### src/hw/ispr_consts.vh
// constants of the instrument status reporting block
//
// Contract
// - spoll bit 0 set while acquisition idle
// - spoll bit 1 set while command idle
// - spoll bit 2 is masked error summary
// - spoll bit 3 is masked measurement summary
// - spoll bit 4 set while output buffer nonempty
// - spoll bit 5 is masked standard event summary
// - spoll bit 6 on service request, 7 zero
// - meas bits 0-2 reserve, filter, output overload
// - meas bit 3 on reference lock lost
// - meas bit 4 on 200 Hz crossing
// - meas bit 5 on time constant change
// - meas bit 6 on any trigger
// - meas bit 7 when plot finishes
// - std bits 0, 2 queue overflows; 1, 3 unused
// - std bit 4 on execution error
// - std bit 5 on illegal command
// - std bit 6 user request, 7 power-on
// - error bits 0, 1, 3 print, backup, disk
// - error bits 2, 4 memory test faults
// - error bit 5 on aborted bus transfer
// - error bits 6, 7 processor, arithmetic faults
// - measurement mask writable whole or per bit
// - error mask writable whole or per bit
// - clear status command clears the measurement, standard event and error bytes
// - query returns whole byte or one bit
`ifndef ISPR_CONSTS_VH
`define ISPR_CONSTS_VH
// command opcodes
`define ISPR_OP_QUERY 2'h0
`define ISPR_OP_WRITE 2'h1
`define ISPR_OP_CLEAR 2'h2
`define ISPR_OP_SPOLL 2'h3
// byte selectors
`define ISPR_SEL_SPOLL 3'h0
`define ISPR_SEL_MEAS 3'h1
`define ISPR_SEL_STD 3'h2
`define ISPR_SEL_ERR 3'h3
`define ISPR_SEL_MEAS_EN 3'h4
`define ISPR_SEL_ERR_EN 3'h5
`define ISPR_SEL_STD_EN 3'h6
`define ISPR_SEL_SRQ_EN 3'h7
// serial poll bit positions
`define ISPR_SP_ACQ_IDLE 0
`define ISPR_SP_CMD_IDLE 1
`define ISPR_SP_ERR 2
`define ISPR_SP_MEAS 3
`define ISPR_SP_MAV 4
`define ISPR_SP_ESB 5
`define ISPR_SP_SRQ 6
`define ISPR_SP_UNUSED 7
// standard event bit positions
`define ISPR_SE_IN_OVF 0
`define ISPR_SE_OUT_OVF 2
`define ISPR_SE_EXEC_ERR 4
`define ISPR_SE_CMD 5
`define ISPR_SE_USER 6
`define ISPR_SE_POWER_ON 7
// measurement byte bit positions
`define ISPR_MC_RESERVE 0
`define ISPR_MC_FILTER 1
`define ISPR_MC_OUTPUT 2
`define ISPR_MC_UNLOCK 3
`define ISPR_MC_RANGE 4
`define ISPR_MC_TCONST 5
`define ISPR_MC_TRIGGERED 6
`define ISPR_MC_PLOT 7
// error byte bit positions
`define ISPR_ER_PRINT 0
`define ISPR_ER_BACKUP 1
`define ISPR_ER_RAM 2
`define ISPR_ER_DISK 3
`define ISPR_ER_ROM 4
`define ISPR_ER_BUS 5
`define ISPR_ER_DSP 6
`define ISPR_ER_MATH 7
// reset values and the service request source mask
`define ISPR_RST_FLAGS 8'h00
`define ISPR_RST_STD 8'h80
`define ISPR_RST_MASK 8'h00
`define ISPR_SRQ_SRC_MASK 8'h3f
`endif

### src/hw/ispr_status.v
// status bytes, enable masks, summaries and service request
`timescale 1ns/1ns
`include "ispr_consts.vh"
module ispr_status (
  input wire core_clk_in,
  input wire rst_n_in,
  // host command port
  input wire cmd_valid_in,
  input wire [1:0] cmd_op_in,
  input wire [2:0] cmd_sel_in,
  input wire cmd_bit_mode_in,
  input wire [2:0] cmd_bit_in,
  input wire [7:0] cmd_data_in,
  output reg rsp_valid_out,
  output reg [7:0] rsp_data_out,
  // instrument state, levels
  input wire acquisition_busy_in,
  input wire command_busy_in,
  input wire out_buf_nonempty_in,
  // measurement events, pulses
  input wire reserve_overload_in,
  input wire filter_overload_in,
  input wire output_overload_in,
  input wire reference_lock_lost_in,
  input wire freq_range_cross_in,
  input wire time_constant_changed_in,
  input wire hw_trigger_in,
  input wire sw_trigger_in,
  input wire plot_done_in,
  // standard events, pulses
  input wire input_queue_overflow_in,
  input wire output_queue_overflow_in,
  input wire execution_error_in,
  input wire illegal_command_in,
  input wire user_request_in,
  // error events, pulses
  input wire print_plot_fail_in,
  input wire backup_fail_in,
  input wire ram_test_fail_in,
  input wire disk_error_in,
  input wire rom_test_fail_in,
  input wire bus_transfer_abort_in,
  input wire dsp_test_fail_in,
  input wire math_error_in,
  // outputs
  output reg [7:0] serial_poll_out,
  output reg srq_out
);

  // whole byte, or selected bit in bit 0
  function [7:0] pick;
    input [7:0] b;
    input bm;
    input [2:0] idx;
    begin
      if (bm) begin
        pick = {7'h00, b[idx]};
      end else begin
        pick = b;
      end
    end
  endfunction

  // whole write or single-bit write of a mask
  function [7:0] wr_mask;
    input [7:0] old;
    input bm;
    input [2:0] idx;
    input [7:0] d;
    reg [7:0] t;
    begin
      t = old;
      if (bm) begin
        t[idx] = d[0];
      end else begin
        t = d;
      end
      wr_mask = t;
    end
  endfunction

  // masked summary of a status byte
  function any_set;
    input [7:0] b;
    input [7:0] en;
    begin
      any_set = |(b & en);
    end
  endfunction

  // all ones when a read-clear names this byte
  function [7:0] clr_mask;
    input hit;
    input [2:0] sel;
    input [2:0] want;
    begin
      if (hit && (sel == want)) begin
        clr_mask = 8'hff;
      end else begin
        clr_mask = 8'h00;
      end
    end
  endfunction

  reg [7:0] meas_r, meas_nxt;
  reg [7:0] std_r, std_nxt;
  reg [7:0] err_r, err_nxt;
  reg [7:0] meas_en_r, meas_en_nxt;
  reg [7:0] err_en_r, err_en_nxt;
  reg [7:0] std_en_r, std_en_nxt;
  reg [7:0] srq_en_r, srq_en_nxt;
  reg srq_flag_r, srq_flag_nxt;
  reg srq_src_r;
  reg [7:0] sp_now;
  reg [7:0] rd_byte;
  reg [7:0] meas_set, std_set, err_set;
  reg [7:0] meas_clr, std_clr, err_clr;
  reg srq_src;
  reg [7:0] rsp_data_nxt;
  wire take = cmd_valid_in;
  wire is_clear = take && (cmd_op_in == `ISPR_OP_CLEAR);
  wire is_query = take && (cmd_op_in == `ISPR_OP_QUERY);
  wire is_write = take && (cmd_op_in == `ISPR_OP_WRITE);
  wire is_spoll = take && (cmd_op_in == `ISPR_OP_SPOLL);
  // a whole-byte query of the measurement, standard event or error byte empties it; bit queries do not
  wire rd_clr = is_query && !cmd_bit_mode_in;

  always @* begin
    meas_set = 8'h00;
    meas_set[`ISPR_MC_RESERVE] = reserve_overload_in;
    meas_set[`ISPR_MC_FILTER] = filter_overload_in;
    meas_set[`ISPR_MC_OUTPUT] = output_overload_in;
    meas_set[`ISPR_MC_UNLOCK] = reference_lock_lost_in;
    meas_set[`ISPR_MC_RANGE] = freq_range_cross_in;
    meas_set[`ISPR_MC_TCONST] = time_constant_changed_in;
    // either trigger source lands on the same bit
    meas_set[`ISPR_MC_TRIGGERED] = hw_trigger_in | sw_trigger_in;
    meas_set[`ISPR_MC_PLOT] = plot_done_in;
    std_set = 8'h00;
    std_set[`ISPR_SE_IN_OVF] = input_queue_overflow_in;
    std_set[`ISPR_SE_OUT_OVF] = output_queue_overflow_in;
    std_set[`ISPR_SE_EXEC_ERR] = execution_error_in;
    std_set[`ISPR_SE_CMD] = illegal_command_in;
    std_set[`ISPR_SE_USER] = user_request_in;
    // fault pulses, sticky until a whole-byte read or clear status
    err_set = 8'h00;
    err_set[`ISPR_ER_PRINT] = print_plot_fail_in;
    err_set[`ISPR_ER_BACKUP] = backup_fail_in;
    err_set[`ISPR_ER_RAM] = ram_test_fail_in;
    err_set[`ISPR_ER_DISK] = disk_error_in;
    err_set[`ISPR_ER_ROM] = rom_test_fail_in;
    err_set[`ISPR_ER_BUS] = bus_transfer_abort_in;
    err_set[`ISPR_ER_DSP] = dsp_test_fail_in;
    err_set[`ISPR_ER_MATH] = math_error_in;
    meas_clr = clr_mask(rd_clr, cmd_sel_in, `ISPR_SEL_MEAS);
    std_clr = clr_mask(rd_clr, cmd_sel_in, `ISPR_SEL_STD);
    err_clr = clr_mask(rd_clr, cmd_sel_in, `ISPR_SEL_ERR);
    // clear status overrides the per-byte read clear
    if (is_clear) begin
      meas_clr = 8'hff;
      std_clr = 8'hff;
      err_clr = 8'hff;
    end
    // an event in the clearing cycle survives the clear
    meas_nxt = (meas_r & ~meas_clr) | meas_set;
    std_nxt = (std_r & ~std_clr) | std_set;
    err_nxt = (err_r & ~err_clr) | err_set;
  end

  always @* begin
    sp_now = 8'h00;
    // levels are copied live, never latched
    sp_now[`ISPR_SP_ACQ_IDLE] = !acquisition_busy_in;
    sp_now[`ISPR_SP_CMD_IDLE] = !command_busy_in;
    sp_now[`ISPR_SP_ERR] = any_set(err_r, err_en_r);
    sp_now[`ISPR_SP_MEAS] = any_set(meas_r, meas_en_r);
    sp_now[`ISPR_SP_MAV] = out_buf_nonempty_in;
    sp_now[`ISPR_SP_ESB] = any_set(std_r, std_en_r);
    sp_now[`ISPR_SP_SRQ] = srq_flag_r;
    sp_now[`ISPR_SP_UNUSED] = 1'b0;
    // service request fires only when enabled serial poll bits 0-5 go from none set to at least one set
    srq_src = |(sp_now & srq_en_r & `ISPR_SRQ_SRC_MASK);
    srq_flag_nxt = srq_flag_r;
    if (is_clear || is_spoll) begin
      srq_flag_nxt = 1'b0;
    end
    if (srq_src && !srq_src_r) begin
      srq_flag_nxt = 1'b1;
    end
  end

  always @* begin
    meas_en_nxt = meas_en_r;
    err_en_nxt = err_en_r;
    std_en_nxt = std_en_r;
    srq_en_nxt = srq_en_r;
    if (is_write) begin
      case (cmd_sel_in)
        `ISPR_SEL_MEAS_EN: begin
          meas_en_nxt = wr_mask(meas_en_r, cmd_bit_mode_in,
            cmd_bit_in, cmd_data_in);
        end
        `ISPR_SEL_ERR_EN: begin
          err_en_nxt = wr_mask(err_en_r, cmd_bit_mode_in,
            cmd_bit_in, cmd_data_in);
        end
        `ISPR_SEL_STD_EN: begin
          std_en_nxt = wr_mask(std_en_r, cmd_bit_mode_in,
            cmd_bit_in, cmd_data_in);
        end
        `ISPR_SEL_SRQ_EN: begin
          srq_en_nxt = wr_mask(srq_en_r, cmd_bit_mode_in,
            cmd_bit_in, cmd_data_in);
        end
        default: begin
          meas_en_nxt = meas_en_r;
        end
      endcase
    end
  end

  always @* begin
    case (cmd_sel_in)
      `ISPR_SEL_SPOLL: rd_byte = sp_now;
      `ISPR_SEL_MEAS: rd_byte = meas_r;
      `ISPR_SEL_STD: rd_byte = std_r;
      `ISPR_SEL_ERR: rd_byte = err_r;
      `ISPR_SEL_MEAS_EN: rd_byte = meas_en_r;
      `ISPR_SEL_ERR_EN: rd_byte = err_en_r;
      `ISPR_SEL_STD_EN: rd_byte = std_en_r;
      `ISPR_SEL_SRQ_EN: rd_byte = srq_en_r;
      default: rd_byte = 8'h00;
    endcase
  end

  // answer byte; holds the last answer between commands
  always @* begin
    rsp_data_nxt = rsp_data_out;
    if (is_spoll) begin
      rsp_data_nxt = sp_now;
    end else if (is_query) begin
      rsp_data_nxt = pick(rd_byte, cmd_bit_mode_in, cmd_bit_in);
    end
  end

  // event bytes; power-on bit comes up set
  always @(posedge core_clk_in) begin
    if (!rst_n_in) begin
      meas_r <= `ISPR_RST_FLAGS;
      std_r <= `ISPR_RST_STD;
      err_r <= `ISPR_RST_FLAGS;
    end else begin
      meas_r <= meas_nxt;
      std_r <= std_nxt;
      err_r <= err_nxt;
    end
  end

  // enable masks
  always @(posedge core_clk_in) begin
    if (!rst_n_in) begin
      meas_en_r <= `ISPR_RST_MASK;
      err_en_r <= `ISPR_RST_MASK;
      std_en_r <= `ISPR_RST_MASK;
      srq_en_r <= `ISPR_RST_MASK;
    end else begin
      meas_en_r <= meas_en_nxt;
      err_en_r <= err_en_nxt;
      std_en_r <= std_en_nxt;
      srq_en_r <= srq_en_nxt;
    end
  end

  // service request flag and its source edge
  always @(posedge core_clk_in) begin
    if (!rst_n_in) begin
      srq_flag_r <= 1'b0;
      srq_src_r <= 1'b0;
      srq_out <= 1'b0;
    end else begin
      srq_flag_r <= srq_flag_nxt;
      srq_src_r <= srq_src;
      // same value as the flag, kept as its own flop for the pin
      srq_out <= srq_flag_nxt;
    end
  end

  // host answers and the polled byte
  always @(posedge core_clk_in) begin
    if (!rst_n_in) begin
      rsp_valid_out <= 1'b0;
      rsp_data_out <= 8'h00;
      serial_poll_out <= 8'h00;
    end else begin
      rsp_valid_out <= is_query || is_spoll;
      rsp_data_out <= rsp_data_nxt;
      // bit 7 held at zero through the constant summary layout
      serial_poll_out <= sp_now;
    end
  end

endmodule

### config.mk
export PLATFORM = sky130hd
export DESIGN_NAME = ispr_status
export DESIGN_NICKNAME = d
export VERILOG_FILES = /design/src/hw/ispr_status.v
export VERILOG_INCLUDE_DIRS = /design/src /design/src/hw
export SDC_FILE = /design/constraint.sdc
export NUM_CORES = 1
export LEC_CHECK = 0
export BUFFER_PORTS_ARGS = -buffer_cell sky130_fd_sc_hd__buf_2
export CORE_MARGIN = 5
export CORE_UTILIZATION = 50
export CTS_CLUSTER_SIZE = 16
export DETAILED_ROUTE_END_ITERATION = 8
export GPL_ROUTABILITY_DRIVEN = 0
export PLACE_DENSITY_LB_ADDON = 0.25
export SLEW_MARGIN = 20
export SYNTH_ARGS = -nofsm -noshare
export SYNTH_HDL_FRONTEND = slang
export SYNTH_SLANG_ARGS = --single-unit
### constraint.sdc
create_clock -name core_clk_in -period 1.5 [get_ports core_clk_in]
set_input_delay 0.075 -clock core_clk_in [delete_from_list [all_inputs] [get_ports core_clk_in]]
set_output_delay 0.075 -clock core_clk_in [all_outputs]
set_load 0.02 [all_outputs]
==> run summary <==
In this run the mean area of a mapped cell was 8.734 um2. TritonCTS built the clock tree. For the worst flop-to-flop path, the logic depth is 7.

The run finished, with violations left. For this run, the slowest stage of the critical path takes 350 ps. For this design the top-level I/O count stands at 63.

The number of global-route vias before repair was 3932. The total count of hold-check failures in the final report is 0. Clock tree buffer depth: 2.

After global routing the overflow that remains totals 0. The final critical path takes up 116.6% of the cycle. For the number of slew-limit violations in the final report, the log shows 0. After the first detailed-routing iteration, the DRC count stood at 712. The tool flagged a number of max-cap violations equal to 0. Setup repair after global routing could not meet its margin everywhere.

For the final setup slack of the worst path, the log shows -248.9 ps. The post-route setup TNS is -713.5 ps. Remaining routing DRC violations: 0. The width of the die was 95.04 um.

The tools report the HPWL reported at the end of detailed placement as 9502 um. After routing the design area is 5248 um2. Warning count from the yosys run: 0.

The worst register-to-register path ends at rsp_data_out[0]. The total of buffers placed on input and output ports was 61; the async set-or-reset flop fraction in the synthesized netlist was 0%. Among cell families on the critical path, the largest total delay comes from compound AO/OA/AOI/OAI gates. The setup check on the worst reg-to-reg path leaves a slack of -250 ps.

The top cell type by area accounts for 40.97% of the synthesized area. The minimum period implied by the final worst setup slack was 1749 ps. Summed over all cells, the static leakage comes to 2.241 nW.

The ratio of cells with drive above 1 in the final layout came out at 37.76%. The checks that failed: negative setup slack. The worst hold path begins at out_buf_nonempty_in.

Summing over every cut layer, the via total after detailed routing is 4108. Sorting the synthesized cells by area gives the leading types as sky130_fd_sc_hd__dfxtp_1, sky130_fd_sc_hd__a21oi_1, sky130_fd_sc_hd__a211oi_1. The count of nets left with antenna violations once routing finished came out at 0. The cell area that synthesis handed to floorplanning was 3616 um2. In this run the power density over the cells is 862.5 nW/um2. STA classifies the critical path endpoint as a flip-flop. The region available for standard cell placement spans 7137 um2.

Vertical die dimension: 95.04 um. Across the routed clock network, the largest skew measured is 9.772 ps. After detailed routing, the average wire length per cell comes to 19.85 um.

The cell count after synthesis is 414. Global routing used 29.74% of the available tracks. The count of H-tree levels built during CTS is 3.

The setup path with the least slack is of type reg -> reg. The placed instance area was 4579 um2; the instance count along the most critical hold path was 3. Across the VDD grid, the largest voltage drop is 0.7683 mV. Summed over all layers, the routed wires come to 13480 um. After detailed routing, the number of vias per cell comes to 6.050. The run gives 8 as the final setup violation count. Walking the worst path, the cells encountered are buf_6 -> a22oi_2 -> nand4_1 -> buf_4 -> o22ai_4 -> o22ai_1 -> o41a_1. STA classifies the critical path startpoint as a flip-flop. Relative slew slack: 58.65%.

For the worst setup path, the data required time is 1740 ps. The first global-routing pass estimated 20270 um of wire. The number of enable flip-flop cells after synthesis works out to 0. The cell type with the highest aggregate area in the netlist is sky130_fd_sc_hd__dfxtp_1. The tightest min-delay check is of the in -> reg type.

The final layout net count came out at 620. The path with the worst hold slack has its endpoint at serial_poll_out[4]. Counting the fill cells in the layout gives 533. Once the floorplan was initialized, standard cells occupied 50.67% of the core. The unique cell type count in the Yosys netlist is 59. STA puts the critical path data arrival time at 1990 ps. Before antenna repair, the detailed router went through 6 iterations.

Summing all multi-input logic gate instances after layout gives 2022 um2. The number of antenna violations at the first check in global routing came out at 0. Clock buffer count from CTS: 9. Clock transition time at the flip-flop clock pins of the worst setup and hold paths: 80 ps. In the final layout, flip-flops and latches occupy 1504 um2. Among all stages on the critical path, the largest delay is contributed by sky130_fd_sc_hd__dfxtp_2. The initialized floorplan defines 31 standard-cell rows. The worst reg2reg path startpoint is meas_r[0]. The critical path contains buffers and inverters numbering 2 combined. The fraction of the yosys area taken by sequential cells came out at 40.97%. Clock latency on the worst-skew pair, taken at its later pin, is 350 ps. The floorplan step defined a die boundary enclosing 9033 um2. The CTS root buffer is sky130_fd_sc_hd__clkbuf_8. The maximum number of pins on one net before global-route repair was 45; the number of storage elements in the synthesis netlist was 74. From synthesis to final layout, the design area changed by 45.12%. The maximum fanout encountered on the critical timing path works out to 2. Number of diodes: 0. The count of clock tree sinks is 74. The peak clock frequency supported by timing is 571.8 MHz. The net count of the mapped netlist was 459. The main flop type after synthesis was sky130_fd_sc_hd__dfxtp_1. For the pin with the worst max-slew slack, the measured transition is 616.1 ps.
## per-layer routing
metal | part of all wire [%] | track usage [%]
met5 | 0 | 0
met4 | 4.9 | 16.47
met1 | 39 | 36.30
met3 | 8.8 | 5.446
met2 | 47 | 49.38
## worst max path at each step
stage | from | to | slack, ps | cells past startpoint
floorplan | meas_r[4] | rsp_data_out[0] | -80 | 6
global placement | cmd_sel_in[1] | rsp_data_out[0] | -360 | 8
detailed placement | cmd_sel_in[1] | rsp_data_out[0] | -450 | 8
CTS | meas_r[4] | rsp_data_out[0] | -210 | 6
global route | meas_r[0] | rsp_data_out[0] | -310 | 7
finish | meas_r[0] | rsp_data_out[0] | -250 | 7
## Yosys cell counts (all sizes together), types with 4 or more instances
cell / instances
a221oi: 4
and3: 6
a22oi: 15
nand2: 26
dfxtp: 74
a21oi: 54
o2bb2ai: 5
o21ai: 12
inv: 13
nor2: 48
nand2b: 5
nor3: 7
o22ai: 12
a211oi: 33
nand3: 5
clkbuf: 14
buf: 16
and2: 4
mux2i: 16
## report_power, final
part | leakage (nW) | internal (mW) | switching [mW] | total (mW)
clock network | 0.107 | 0.936 | 0.746 | 1.68
logic | 1.52 | 0.353 | 0.409 | 0.761
registers | 0.611 | 2.03 | 0.0574 | 2.08
total | 2.24 | 3.31 | 1.21 | 4.53
## final cells by class
cell class	instances	area share [%]
Clock inverter	5	1.502
Tap cell	99	2.361
Multi-Input combinational cell	297	38.53
Inverter	13	0.9299
Sequential cell	74	28.66
Timing Repair Buffer	180	25.51
Clock buffer	11	2.504
## flip-flops by register name (all words and copies together), names as in the netlist, 8 cells and up
register	flops
any_set.b	8
err_r	8
srq_en_r	8
rsp_data_out	8
any_set.en	8
meas_r	8
meas_en_r	8
err_en_r	8
## tightest hold or removal path, cell delays in order
cell	delay [ps]
sky130_fd_sc_hd__buf_2	100
sky130_fd_sc_hd__inv_1	70
sky130_fd_sc_hd__nor2_1	90
## stage by stage
step | cells | hold WS, ps | util (%) | setup WS, ps | total power, mW
finish | 679 | 30.52 | 73.53 | -248.9 | 4.526
global route | 679 | 31.94 | 73.53 | -307.6 | 4.663
CTS | 680 | 29.79 | 73.09 | -212.1 | 4.495
detailed placement | 631 | 285.9 | 64.17 | -452.0 | 2.759
global placement | 631 | 278.3 | 64.17 | -356.7 | 2.744
floorplan | 414 | 136.9 | - | -83.27 | 2.460
## what timing repair did
action | 4_1_cts | 5_1_grt
hold buffers | 25 | 0
resized for setup | 35 | 10
hold endpoints to repair | 24 | 0
setup endpoints to repair | 7 | 8
buffers inserted | 10 | 1
pin swaps | 14 | 7
## cells by family after synthesis
logic type      share of synthesized area (%)
simple gates                            16.19
buf+inv                                 6.539
mux                                     6.816
compound gates                          29.14
other cells                            0.1037
xor+xnor                               0.2423
flops                                   40.97
## cells in the final DEF (no fill, tap or decap), types with 3 or more instances in the layout
| master | count |
|---|---|
| sky130_fd_sc_hd__nand4_1 | 3 |
| sky130_fd_sc_hd__buf_2 | 61 |
| sky130_fd_sc_hd__nand3b_1 | 3 |
| sky130_fd_sc_hd__nand2_1 | 26 |
| sky130_fd_sc_hd__a22oi_1 | 9 |
| sky130_fd_sc_hd__o21ai_1 | 8 |
| sky130_fd_sc_hd__inv_1 | 11 |
| sky130_fd_sc_hd__a31oi_1 | 3 |
| sky130_fd_sc_hd__o22ai_1 | 10 |
| sky130_fd_sc_hd__buf_6 | 4 |
| sky130_fd_sc_hd__o21ai_0 | 3 |
| sky130_fd_sc_hd__o2bb2ai_1 | 5 |
| sky130_fd_sc_hd__and2_1 | 3 |
| sky130_fd_sc_hd__a222oi_1 | 3 |
| sky130_fd_sc_hd__nand3_1 | 4 |
| sky130_fd_sc_hd__a22oi_2 | 6 |
| sky130_fd_sc_hd__dfxtp_1 | 60 |
| sky130_fd_sc_hd__and3_1 | 6 |
| sky130_fd_sc_hd__a21oi_1 | 53 |
| sky130_fd_sc_hd__nor3_4 | 3 |
| sky130_fd_sc_hd__nor2_1 | 47 |
| sky130_fd_sc_hd__nand2b_1 | 4 |
| sky130_fd_sc_hd__dlygate4sd3_1 | 25 |
| sky130_fd_sc_hd__buf_4 | 85 |
| sky130_fd_sc_hd__dfxtp_2 | 12 |
| sky130_fd_sc_hd__mux2i_1 | 16 |
| sky130_fd_sc_hd__clkbuf_8 | 9 |
| sky130_fd_sc_hd__buf_12 | 5 |
| sky130_fd_sc_hd__a211oi_1 | 32 |
| sky130_fd_sc_hd__nor3_1 | 4 |
(Power assumes the default switching activity.)
